### src/pkg/spe_cfg.svh
`ifndef SPE_CFG_SVH
`define SPE_CFG_SVH

// Command pointer codes (register index)
`define SPE_OFF_LEVEL0 3'h0
`define SPE_OFF_LEVEL1 3'h1
`define SPE_OFF_DRIVE0 3'h2
`define SPE_OFF_DRIVE1 3'h3
`define SPE_OFF_INVERT0 3'h4
`define SPE_OFF_INVERT1 3'h5
`define SPE_OFF_DIR0 3'h6
`define SPE_OFF_DIR1 3'h7

// Command byte fields: pointer in the low bits, bit 0 picks the member of a pair
`define SPE_PTR_LSB 0
`define SPE_PTR_MSB 2
`define SPE_PAIR_BIT 0

// Reset values
`define SPE_RST_DRIVE 8'hFF
`define SPE_RST_INVERT 8'h00
`define SPE_RST_DIR 8'hFF

// Fixed upper slave address bits, straps fill the low three
`define SPE_ADDR_FIXED 4'h4

// Spike filter timing
`define SPE_SPIKE_NS 50
`define SPE_CLK_NS 50
`define SPE_FILT_CYC ((`SPE_SPIKE_NS + `SPE_CLK_NS - 1) / `SPE_CLK_NS)

// Bits in a byte
`define SPE_BYTE_BITS 4'h8
`define SPE_LAST_BIT 4'h7

`endif

### src/pkg/spe_pkg.sv
package spe_pkg;

    typedef enum logic [2:0] {
        ST_IDLE = 3'b000,
        ST_RECV = 3'b001,
        ST_ACK = 3'b010,
        ST_SEND = 3'b011,
        ST_MACK = 3'b100
    } spe_state_type;

    typedef enum logic [1:0] {
        PH_ADDR = 2'b00,
        PH_CMD = 2'b01,
        PH_DATA = 2'b10
    } spe_phase_type;

    typedef struct packed {
        logic [15:0] pin_m;
        logic [15:0] pin_s;
        logic scl_m;
        logic scl_s;
        logic scl_f;
        logic scl_p;
        logic [3:0] scl_c;
        logic sda_m;
        logic sda_s;
        logic sda_f;
        logic sda_p;
        logic [3:0] sda_c;
        logic [2:0] strap_m;
        logic [2:0] strap_s;
        spe_state_type state;
        spe_phase_type phase;
        logic rw;
        logic ack;
        logic [3:0] cnt;
        logic [7:0] shift;
        logic [2:0] ptr;
        logic [1:0][7:0] drive;
        logic [1:0][7:0] invert;
        logic [1:0][7:0] dir;
        logic [15:0] snap;
        logic [1:0] prime;
        logic sda_oe;
        logic int_oe;
        logic [15:0] pin_out;
        logic [15:0] pin_oe;
    } spe_state_struct_type;

endpackage

### src/spe_port_expander.sv
// Functional notes
// - Level registers always return sampled pin levels, whatever the pin direction.
// - Level registers are read-only; writes to them change nothing.
// - Output-direction pins are driven with their drive latch bit.
// - Drive latch bits of input pins are kept but never reach the pin.
// - Reading a drive latch returns the stored value, not the pin.
// - Invert bit one stores the complemented level for input pins.
// - Invert bit zero stores the true pin level.
// - Direction bit one makes the pin a high-impedance input.
// - Direction bit zero enables the pin driver from the drive latch.
// - Drive latches reset to all ones.
// - Invert registers reset to all zeros.
// - Serial clock and data spikes up to 50 ns are filtered out.
// - Command byte after address loads write-only pointer; low three bits select register.
// - Burst transfers alternate between the two registers of a pair, unlimited.
// - Input pin edge asserts interrupt; clears on return or port read.
// - Direction registers reset to all ones, all pins inputs.
`timescale 1ns/10ps
`default_nettype none
`include "spe_cfg.svh"

module spe_port_expander
    import spe_pkg::*;
(
    input wire logic ref_clk_in,
    input wire logic rstn_in,
    input wire logic scl_in,
    input wire logic sda_in,
    output logic sda_out,
    output logic sda_oe_out,
    input wire logic [2:0] addr_strap_in,
    input wire logic [7:0] port0_pin_in,
    output logic [7:0] port0_pin_out,
    output logic [7:0] port0_pin_oe_out,
    input wire logic [7:0] port1_pin_in,
    output logic [7:0] port1_pin_out,
    output logic [7:0] port1_pin_oe_out,
    output logic int_n_out,
    output logic int_oe_out
);

    ////////////////////////////////////////////////////////////////////////////
    // Spike filter: a new level must persist FILT_CYC+1 samples to be accepted

    localparam logic [3:0] FILT_CYC = 4'(`SPE_FILT_CYC);

    function automatic logic [4:0] glitch_step(input logic s, input logic f, input logic [3:0] c);
        logic [4:0] r;
        r = {f, 4'h0};
        if (s != f) begin
            if (c >= FILT_CYC) begin
                r = {s, 4'h0};
            end else begin
                r = {f, 4'(c + 4'h1)};
            end
        end
        return r;
    endfunction

    ////////////////////////////////////////////////////////////////////////////
    // State

    spe_state_struct_type q, d;
    logic scl_rise, scl_fall, bus_start, bus_stop;
    logic [15:0] dir_all, level_w;
    logic [7:0] rd_byte;

    // Bus events from the filtered lines only.
    // Both lines share one pipeline, so their relative timing is kept; the cost is about five
    // clocks of latency, which limits how short the SCL low half may be for our own SDA moves.
    assign scl_rise = q.scl_f & ~q.scl_p;
    assign scl_fall = ~q.scl_f & q.scl_p;
    assign bus_start = q.scl_f & q.scl_p & q.sda_p & ~q.sda_f;
    assign bus_stop = q.scl_f & q.scl_p & ~q.sda_p & q.sda_f;

    // Level value seen by the host; inversion only acts on input pins
    assign dir_all = {q.dir[1], q.dir[0]};
    assign level_w = q.pin_s ^ ({q.invert[1], q.invert[0]} & dir_all);

    // Read multiplexer; pair bit selects port, so index 0 is port 0
    always_comb begin
        unique case (q.ptr[2:1])
            2'b00: rd_byte = q.ptr[`SPE_PAIR_BIT] ? level_w[15:8] : level_w[7:0];
            2'b01: rd_byte = q.drive[q.ptr[`SPE_PAIR_BIT]];
            2'b10: rd_byte = q.invert[q.ptr[`SPE_PAIR_BIT]];
            2'b11: rd_byte = q.dir[q.ptr[`SPE_PAIR_BIT]];
        endcase
    end

    ////////////////////////////////////////////////////////////////////////////
    // Next-state logic

    always_comb begin
        d = q;
        // Two-flop synchronisers for every pin input
        d.pin_m = {port1_pin_in, port0_pin_in};
        d.pin_s = q.pin_m;
        d.scl_m = scl_in;
        d.scl_s = q.scl_m;
        d.sda_m = sda_in;
        d.sda_s = q.sda_m;
        d.strap_m = addr_strap_in;
        d.strap_s = q.strap_m;
        {d.scl_f, d.scl_c} = glitch_step(q.scl_s, q.scl_f, q.scl_c);
        {d.sda_f, d.sda_c} = glitch_step(q.sda_s, q.sda_f, q.sda_c);
        d.scl_p = q.scl_f;
        d.sda_p = q.sda_f;

        // Reference levels follow the pins until the synchronisers hold real data
        if (q.prime != 2'h3) begin
            d.prime = 2'(q.prime + 2'h1);
            d.snap = q.pin_s;
        end

        // Pin drivers: enable only where direction bit is zero
        d.pin_out = {q.drive[1], q.drive[0]};
        d.pin_oe = ~dir_all;

        // Interrupt: any input pin differing from its last-read level; output pins never count
        d.int_oe = (q.prime == 2'h3) && (|((q.pin_s ^ q.snap) & dir_all));

        // Serial slave
        if (bus_start) begin
            d.state = ST_RECV;
            d.phase = PH_ADDR;
            d.cnt = 4'h0;
            d.sda_oe = 1'b0;
        end else if (bus_stop) begin
            d.state = ST_IDLE;
            d.sda_oe = 1'b0;
        end else begin
            unique case (q.state)
                ST_IDLE: begin
                    d.sda_oe = 1'b0;
                end
                ST_RECV: begin
                    if (scl_rise) begin
                        d.shift = {q.shift[6:0], q.sda_f};
                        d.cnt = 4'(q.cnt + 4'h1);
                    end else if (scl_fall && q.cnt == `SPE_BYTE_BITS) begin
                        d.state = ST_ACK;
                        d.sda_oe = 1'b1;
                        unique case (q.phase)
                            PH_ADDR: begin
                                // Foreign address: let go of the bus until the next start
                                if (q.shift[7:1] != {`SPE_ADDR_FIXED, q.strap_s}) begin
                                    d.state = ST_IDLE;
                                    d.sda_oe = 1'b0;
                                end
                                d.rw = q.shift[0];
                            end
                            PH_CMD: begin
                                d.ptr = q.shift[`SPE_PTR_MSB:`SPE_PTR_LSB];
                            end
                            default: begin
                                // Level registers swallow the byte, nothing changes
                                unique case (q.ptr[2:1])
                                    2'b00: ;
                                    2'b01: d.drive[q.ptr[`SPE_PAIR_BIT]] = q.shift;
                                    2'b10: d.invert[q.ptr[`SPE_PAIR_BIT]] = q.shift;
                                    2'b11: d.dir[q.ptr[`SPE_PAIR_BIT]] = q.shift;
                                endcase
                                d.ptr[`SPE_PAIR_BIT] = ~q.ptr[`SPE_PAIR_BIT];
                            end
                        endcase
                    end
                end
                ST_ACK: begin
                    if (scl_fall) begin
                        d.cnt = 4'h0;
                        if (q.phase == PH_ADDR && q.rw) begin
                            // Byte is frozen at load so a changing pin cannot tear it
                            d.state = ST_SEND;
                            d.shift = rd_byte;
                            d.sda_oe = ~rd_byte[7];
                        end else begin
                            d.state = ST_RECV;
                            d.sda_oe = 1'b0;
                            d.phase = (q.phase == PH_ADDR) ? PH_CMD : PH_DATA;
                        end
                    end
                end
                ST_SEND: begin
                    if (scl_fall) begin
                        if (q.cnt == `SPE_LAST_BIT) begin
                            d.state = ST_MACK;
                            d.sda_oe = 1'b0;
                        end else begin
                            d.shift = {q.shift[6:0], 1'b0};
                            d.sda_oe = ~q.shift[6];
                            d.cnt = 4'(q.cnt + 4'h1);
                        end
                    end
                end
                ST_MACK: begin
                    if (scl_rise) begin
                        d.ack = ~q.sda_f;
                        // Port read completes here: new reference clears its interrupt
                        if (q.ptr[2:1] == 2'b00) begin
                            if (q.ptr[`SPE_PAIR_BIT]) begin
                                d.snap[15:8] = q.pin_s[15:8];
                            end else begin
                                d.snap[7:0] = q.pin_s[7:0];
                            end
                        end
                        d.ptr[`SPE_PAIR_BIT] = ~q.ptr[`SPE_PAIR_BIT];
                    end else if (scl_fall) begin
                        d.cnt = 4'h0;
                        if (q.ack) begin
                            d.state = ST_SEND;
                            d.shift = rd_byte;
                            d.sda_oe = ~rd_byte[7];
                        end else begin
                            d.state = ST_IDLE;
                        end
                    end
                end
                default: begin
                    d.state = ST_IDLE;
                    d.sda_oe = 1'b0;
                end
            endcase
        end
    end

    ////////////////////////////////////////////////////////////////////////////
    // State register; reset takes constants only

    always_ff @(posedge ref_clk_in or negedge rstn_in) begin
        if (!rstn_in) begin
            q <= '0;
            q.scl_m <= 1'b1;
            q.scl_s <= 1'b1;
            q.scl_f <= 1'b1;
            q.scl_p <= 1'b1;
            q.sda_m <= 1'b1;
            q.sda_s <= 1'b1;
            q.sda_f <= 1'b1;
            q.sda_p <= 1'b1;
            q.state <= ST_IDLE;
            q.phase <= PH_ADDR;
            q.drive <= {`SPE_RST_DRIVE, `SPE_RST_DRIVE};
            q.invert <= {`SPE_RST_INVERT, `SPE_RST_INVERT};
            q.dir <= {`SPE_RST_DIR, `SPE_RST_DIR};
            q.pin_out <= {`SPE_RST_DRIVE, `SPE_RST_DRIVE};
        end else begin
            q <= d;
        end
    end

    ////////////////////////////////////////////////////////////////////////////
    // Outputs, all straight from flops; open-drain lines only ever pull low

    assign sda_out = q.shift[7] & 1'b0;
    assign sda_oe_out = q.sda_oe;
    assign port0_pin_out = q.pin_out[7:0];
    assign port0_pin_oe_out = q.pin_oe[7:0];
    assign port1_pin_out = q.pin_out[15:8];
    assign port1_pin_oe_out = q.pin_oe[15:8];
    assign int_n_out = ~q.int_oe & 1'b0;
    assign int_oe_out = q.int_oe;

endmodule
`default_nettype wire

### config.mk
export PLATFORM = sky130hd
export DESIGN_NAME = spe_port_expander
export DESIGN_NICKNAME = d
export VERILOG_FILES = /design/src/pkg/spe_pkg.sv /design/src/spe_port_expander.sv
export VERILOG_INCLUDE_DIRS = /design/src /design/src/pkg
export SDC_FILE = /design/constraint.sdc
export NUM_CORES = 1
export LEC_CHECK = 0
export BUFFER_PORTS_ARGS = -buffer_cell sky130_fd_sc_hd__buf_2
export CORE_MARGIN = 10
export CORE_UTILIZATION = 65
export CTS_CLUSTER_DIAMETER = 200
export DETAILED_ROUTE_END_ITERATION = 8
export PLACE_DENSITY = 0.95
export SETUP_SLACK_MARGIN = 0.05
export SLEW_MARGIN = 0
export SYNTH_ARGS = -nofsm -noshare
export SYNTH_HDL_FRONTEND = slang
export SYNTH_SLANG_ARGS = --single-unit
### constraint.sdc
create_clock -name ref_clk_in -period 6.5 [get_ports ref_clk_in]
set_clock_uncertainty 0.1 [all_clocks]
set_input_delay 1.3 -clock ref_clk_in [delete_from_list [all_inputs] [get_ports ref_clk_in]]
set_output_delay 1.3 -clock ref_clk_in [all_outputs]
set_load 0.05 [all_outputs]
==> results.txt <==
The flow ran to the end, and the final reports show no timing, DRC or antenna violations. The run gives 65.9% as the initial standard-cell utilization of the core. The count of cells in the finished layout, fillers not included, comes to 793. Leaving out fill and tap cells, the most frequent cells in the layout are sky130_fd_sc_hd__dfrtp_1, sky130_fd_sc_hd__mux2_2, sky130_fd_sc_hd__dfstp_2. After synthesis, the mean cell area works out to 12.8 um^2. The tools report the final count of pins violating max slew as 0. Across all layers, the routed design uses 5,015 vias. Startpoint of the tightest hold check path: d[159]. The run gives 0 as the count of hold buffers inserted by post-cts repair. Counting tap cells, the placed design contains a total of 761 instances. Global routing finished with a remaining overflow of 0. Total power for the finished layout comes to 2.56 mW. The register bit count reported by yosys came out at 176. The area overhead of the layout relative to synthesis is 8.57%.

Clock-pin slew was measured on the worst setup and hold paths at 70 ps. The number of design-rule violations left by the first detailed-router iteration is 490. The worst setup path is captured at a register. The layout has 770 filler cells. The repair_antennas step left the layout with diodes totalling 0. At the later pin of the worst-skew pair, clock insertion delay measures 430 ps. The global routing usage summed across all routing layers was 21.1%; the async set or reset register ratio after synthesis was 100%.

The smallest clock period supported by the final layout is computed as 2840 ps. For this run, the post-layout net count is 665. The class of the most critical hold timing path was register to register.

The floorplan has 40 rows. In the routed layout, each cell is associated on average with a via count of 6.32. In this run, synthesis inferred 0 flip-flops with an integrated enable.

The synthesized netlist occupies a cell area of 7860 um^2. For the endpoint required time on the critical path, the log shows 6770 ps. Entering global routing, the biggest net connects 127 pins. Wire length per cell: 21.6 um. The most used flip-flop cell after synthesis is sky130_fd_sc_hd__dfrtp_1.

Cell at the root of the clock tree: sky130_fd_sc_hd__clkbuf_16. The maximum operating frequency is 0.352 GHz. For the sequential cell area, the log shows 4470 um^2.

Headroom to the max-slew limit came out at 27.5%. The number of port buffers is 56, and the multi-input gate area in the final layout is 2870 um^2. The run gives 0 as the number of buffers inserted by post-CTS setup repair. The number of levels in the clock H-tree is 4, and the final setup violation count is 0. Number of global-route vias before repair: 5,131. TritonCTS built the clock tree. Commonest non-fill, non-tap cell in the layout: sky130_fd_sc_hd__dfrtp_1. The critical path starts at q[120].

After legalization and detailed placement, the total HPWL measured 11.4 mm. The worst register-to-register path begins at q[120]. The tools report the arrival time at the worst endpoint as 3110 ps. In this run, post-CTS repair resized a total of 0 instances. Clock tree synthesis inserted a total of 17 buffers. For the number of top-level pins, the log shows 59. Number of antenna violations at the first check in global routing: 0. The first global-routing pass estimated 27.3 mm of wire. Max-cap violations in this run came to 0.

Kind of start point of the critical path: a register. Setup repair after global routing left no endpoint under its margin. The setup path with the least slack is of type register to register. Share of layout cells above drive strength 1: 37.2%. The number of hold violations in the final report was 0. Core area: 11,900 um^2.

The logs give 57.0% for the sequential area share after synthesis and 0.921 for the placer congestion estimate. The clock passes through at most 2 buffers. The sum of negative setup slack is 0 ps.

The die extent in x came out at 130 um. The worst-case IR drop observed on VDD is 0.177 mV. After detailed routing, the number of remaining DRC violations is 0.

OpenSTA, run right after detailed placement, puts the worst setup slack at 3610 ps. Dividing total power by cell area gives a power density of 301 nW/um^2. Counting every instance in the synthesized netlist gives 614.

The first detailed-routing pass ran for 5 iterations. Summed over all cells, the static leakage comes to 3.66 nW. The top fanout value on the critical path is 17. For the pin with the worst max-slew slack, the measured transition is 1090 ps. The final layout contains routed wiring with a total length of 17.2 mm. The minimum setup slack in the final design was 3660 ps. The floorplan step defined a die boundary enclosing 16,900 um^2. The sink count of the clock tree is 176, and the number of distinct standard cells referenced by the synthesized netlist is 69.

The Yosys step of the flow raised 0 warnings. Of the available clock period, the critical path in the final layout requires 43.7%. The detail route stage leaves a number of antenna-violating nets equal to 0.

The floorplan step set the die height to 130 um.
## critical path, cell delays in order (launching register included)
cell and delay, ps:
sky130_fd_sc_hd__dfrtp_1 660, sky130_fd_sc_hd__nand2b_1 240, sky130_fd_sc_hd__a21oi_1 910, sky130_fd_sc_hd__o221ai_1 330
sky130_fd_sc_hd__o21ai_0 320, sky130_fd_sc_hd__mux2_2 210
## final cells by class
cell class                 count  area share [%]
multi-input combinational    350            33.7
sequential                   176            52.5
clock inverter                12            1.47
inverter                      30            1.32
timing repair buffer          58            3.54
clock buffer                  20            5.36
tap                          147            2.16
## where the power goes
part           switching [mW]  internal [mW]  leakage (nW)  total, mW
Sequential              0.117           1.16          2.02       1.28
Combinational           0.155          0.134          1.36      0.289
Clock                   0.435          0.558         0.287      0.993
## cell families after synthesis
kind of cell    count (synthesis)  synth area share [%]
flops                         176                  57.0
simple gates                  110                  8.43
compound gates                 98                  8.82
mux                            93                  13.7
buf+inv                        91                  6.59
xor+xnor                       36                  4.01
fa+ha+maj                       9                  1.43
other cells                     1                0.0477
## through the flow
stage / util, % / area, um^2 / hold slack [ps]
floorplan: - / 7870 / 231
global placement: 66.7 / 7950 / 232
detailed placement: 66.7 / 7950 / 235
CTS: 71.6 / 8530 / 250
global route: 71.6 / 8530 / 253
finish: 71.6 / 8530 / 247
## synth_stat cells (4+ instances only)
cell type / n / area [um^2]
sky130_fd_sc_hd__o221ai_1: 6 / 52.6
sky130_fd_sc_hd__buf_4: 38 / 285
sky130_fd_sc_hd__nor2b_1: 9 / 56.3
sky130_fd_sc_hd__a221o_1: 10 / 100
sky130_fd_sc_hd__nand3b_1: 4 / 30.0
sky130_fd_sc_hd__mux2_2: 71 / 800
sky130_fd_sc_hd__inv_1: 30 / 113
sky130_fd_sc_hd__clkbuf_1: 11 / 41.3
sky130_fd_sc_hd__xnor2_1: 32 / 280
sky130_fd_sc_hd__o21ai_0: 22 / 110
sky130_fd_sc_hd__o22ai_1: 9 / 56.3
sky130_fd_sc_hd__nor2_1: 15 / 56.3
sky130_fd_sc_hd__nand2b_1: 6 / 37.5
sky130_fd_sc_hd__and3_1: 11 / 68.8
sky130_fd_sc_hd__mux2_4: 8 / 120
sky130_fd_sc_hd__mux2i_1: 10 / 100
sky130_fd_sc_hd__dfstp_2: 56 / 1470
sky130_fd_sc_hd__buf_2: 7 / 35.0
sky130_fd_sc_hd__a21oi_1: 19 / 95.1
sky130_fd_sc_hd__xor2_1: 4 / 35.0
sky130_fd_sc_hd__nand3_1: 6 / 30.0
sky130_fd_sc_hd__dfrtp_1: 120 / 3000
sky130_fd_sc_hd__nand2_1: 27 / 101
sky130_fd_sc_hd__ha_1: 9 / 113
## final timing paths
| path | endpoint | slack (ps) | cells after the start |
|---|---|---|---|
| min in group asynchronous | q[128] | 940 | 1 |
| max in group asynchronous | port0_pin_oe_out[4] | 4140 | 2 |
| worst min-delay path | q[159] | 250 | 0 |
| worst max register to register | q[109] | 3660 | 5 |
| worst min register to register | q[159] | 250 | 0 |
| worst max-delay path | q[109] | 3660 | 5 |
## metal layers
metal	up-vias	global-route usage (%)	part of all wire, %
li1	2170	-	-
met1	2516	25.9	39
met2	260	33.9	48
met3	69	5.48	8.4
met4	0	11.2	4.5
met5	-	0	0
Note: power is estimated with default switching activity, not from simulation.
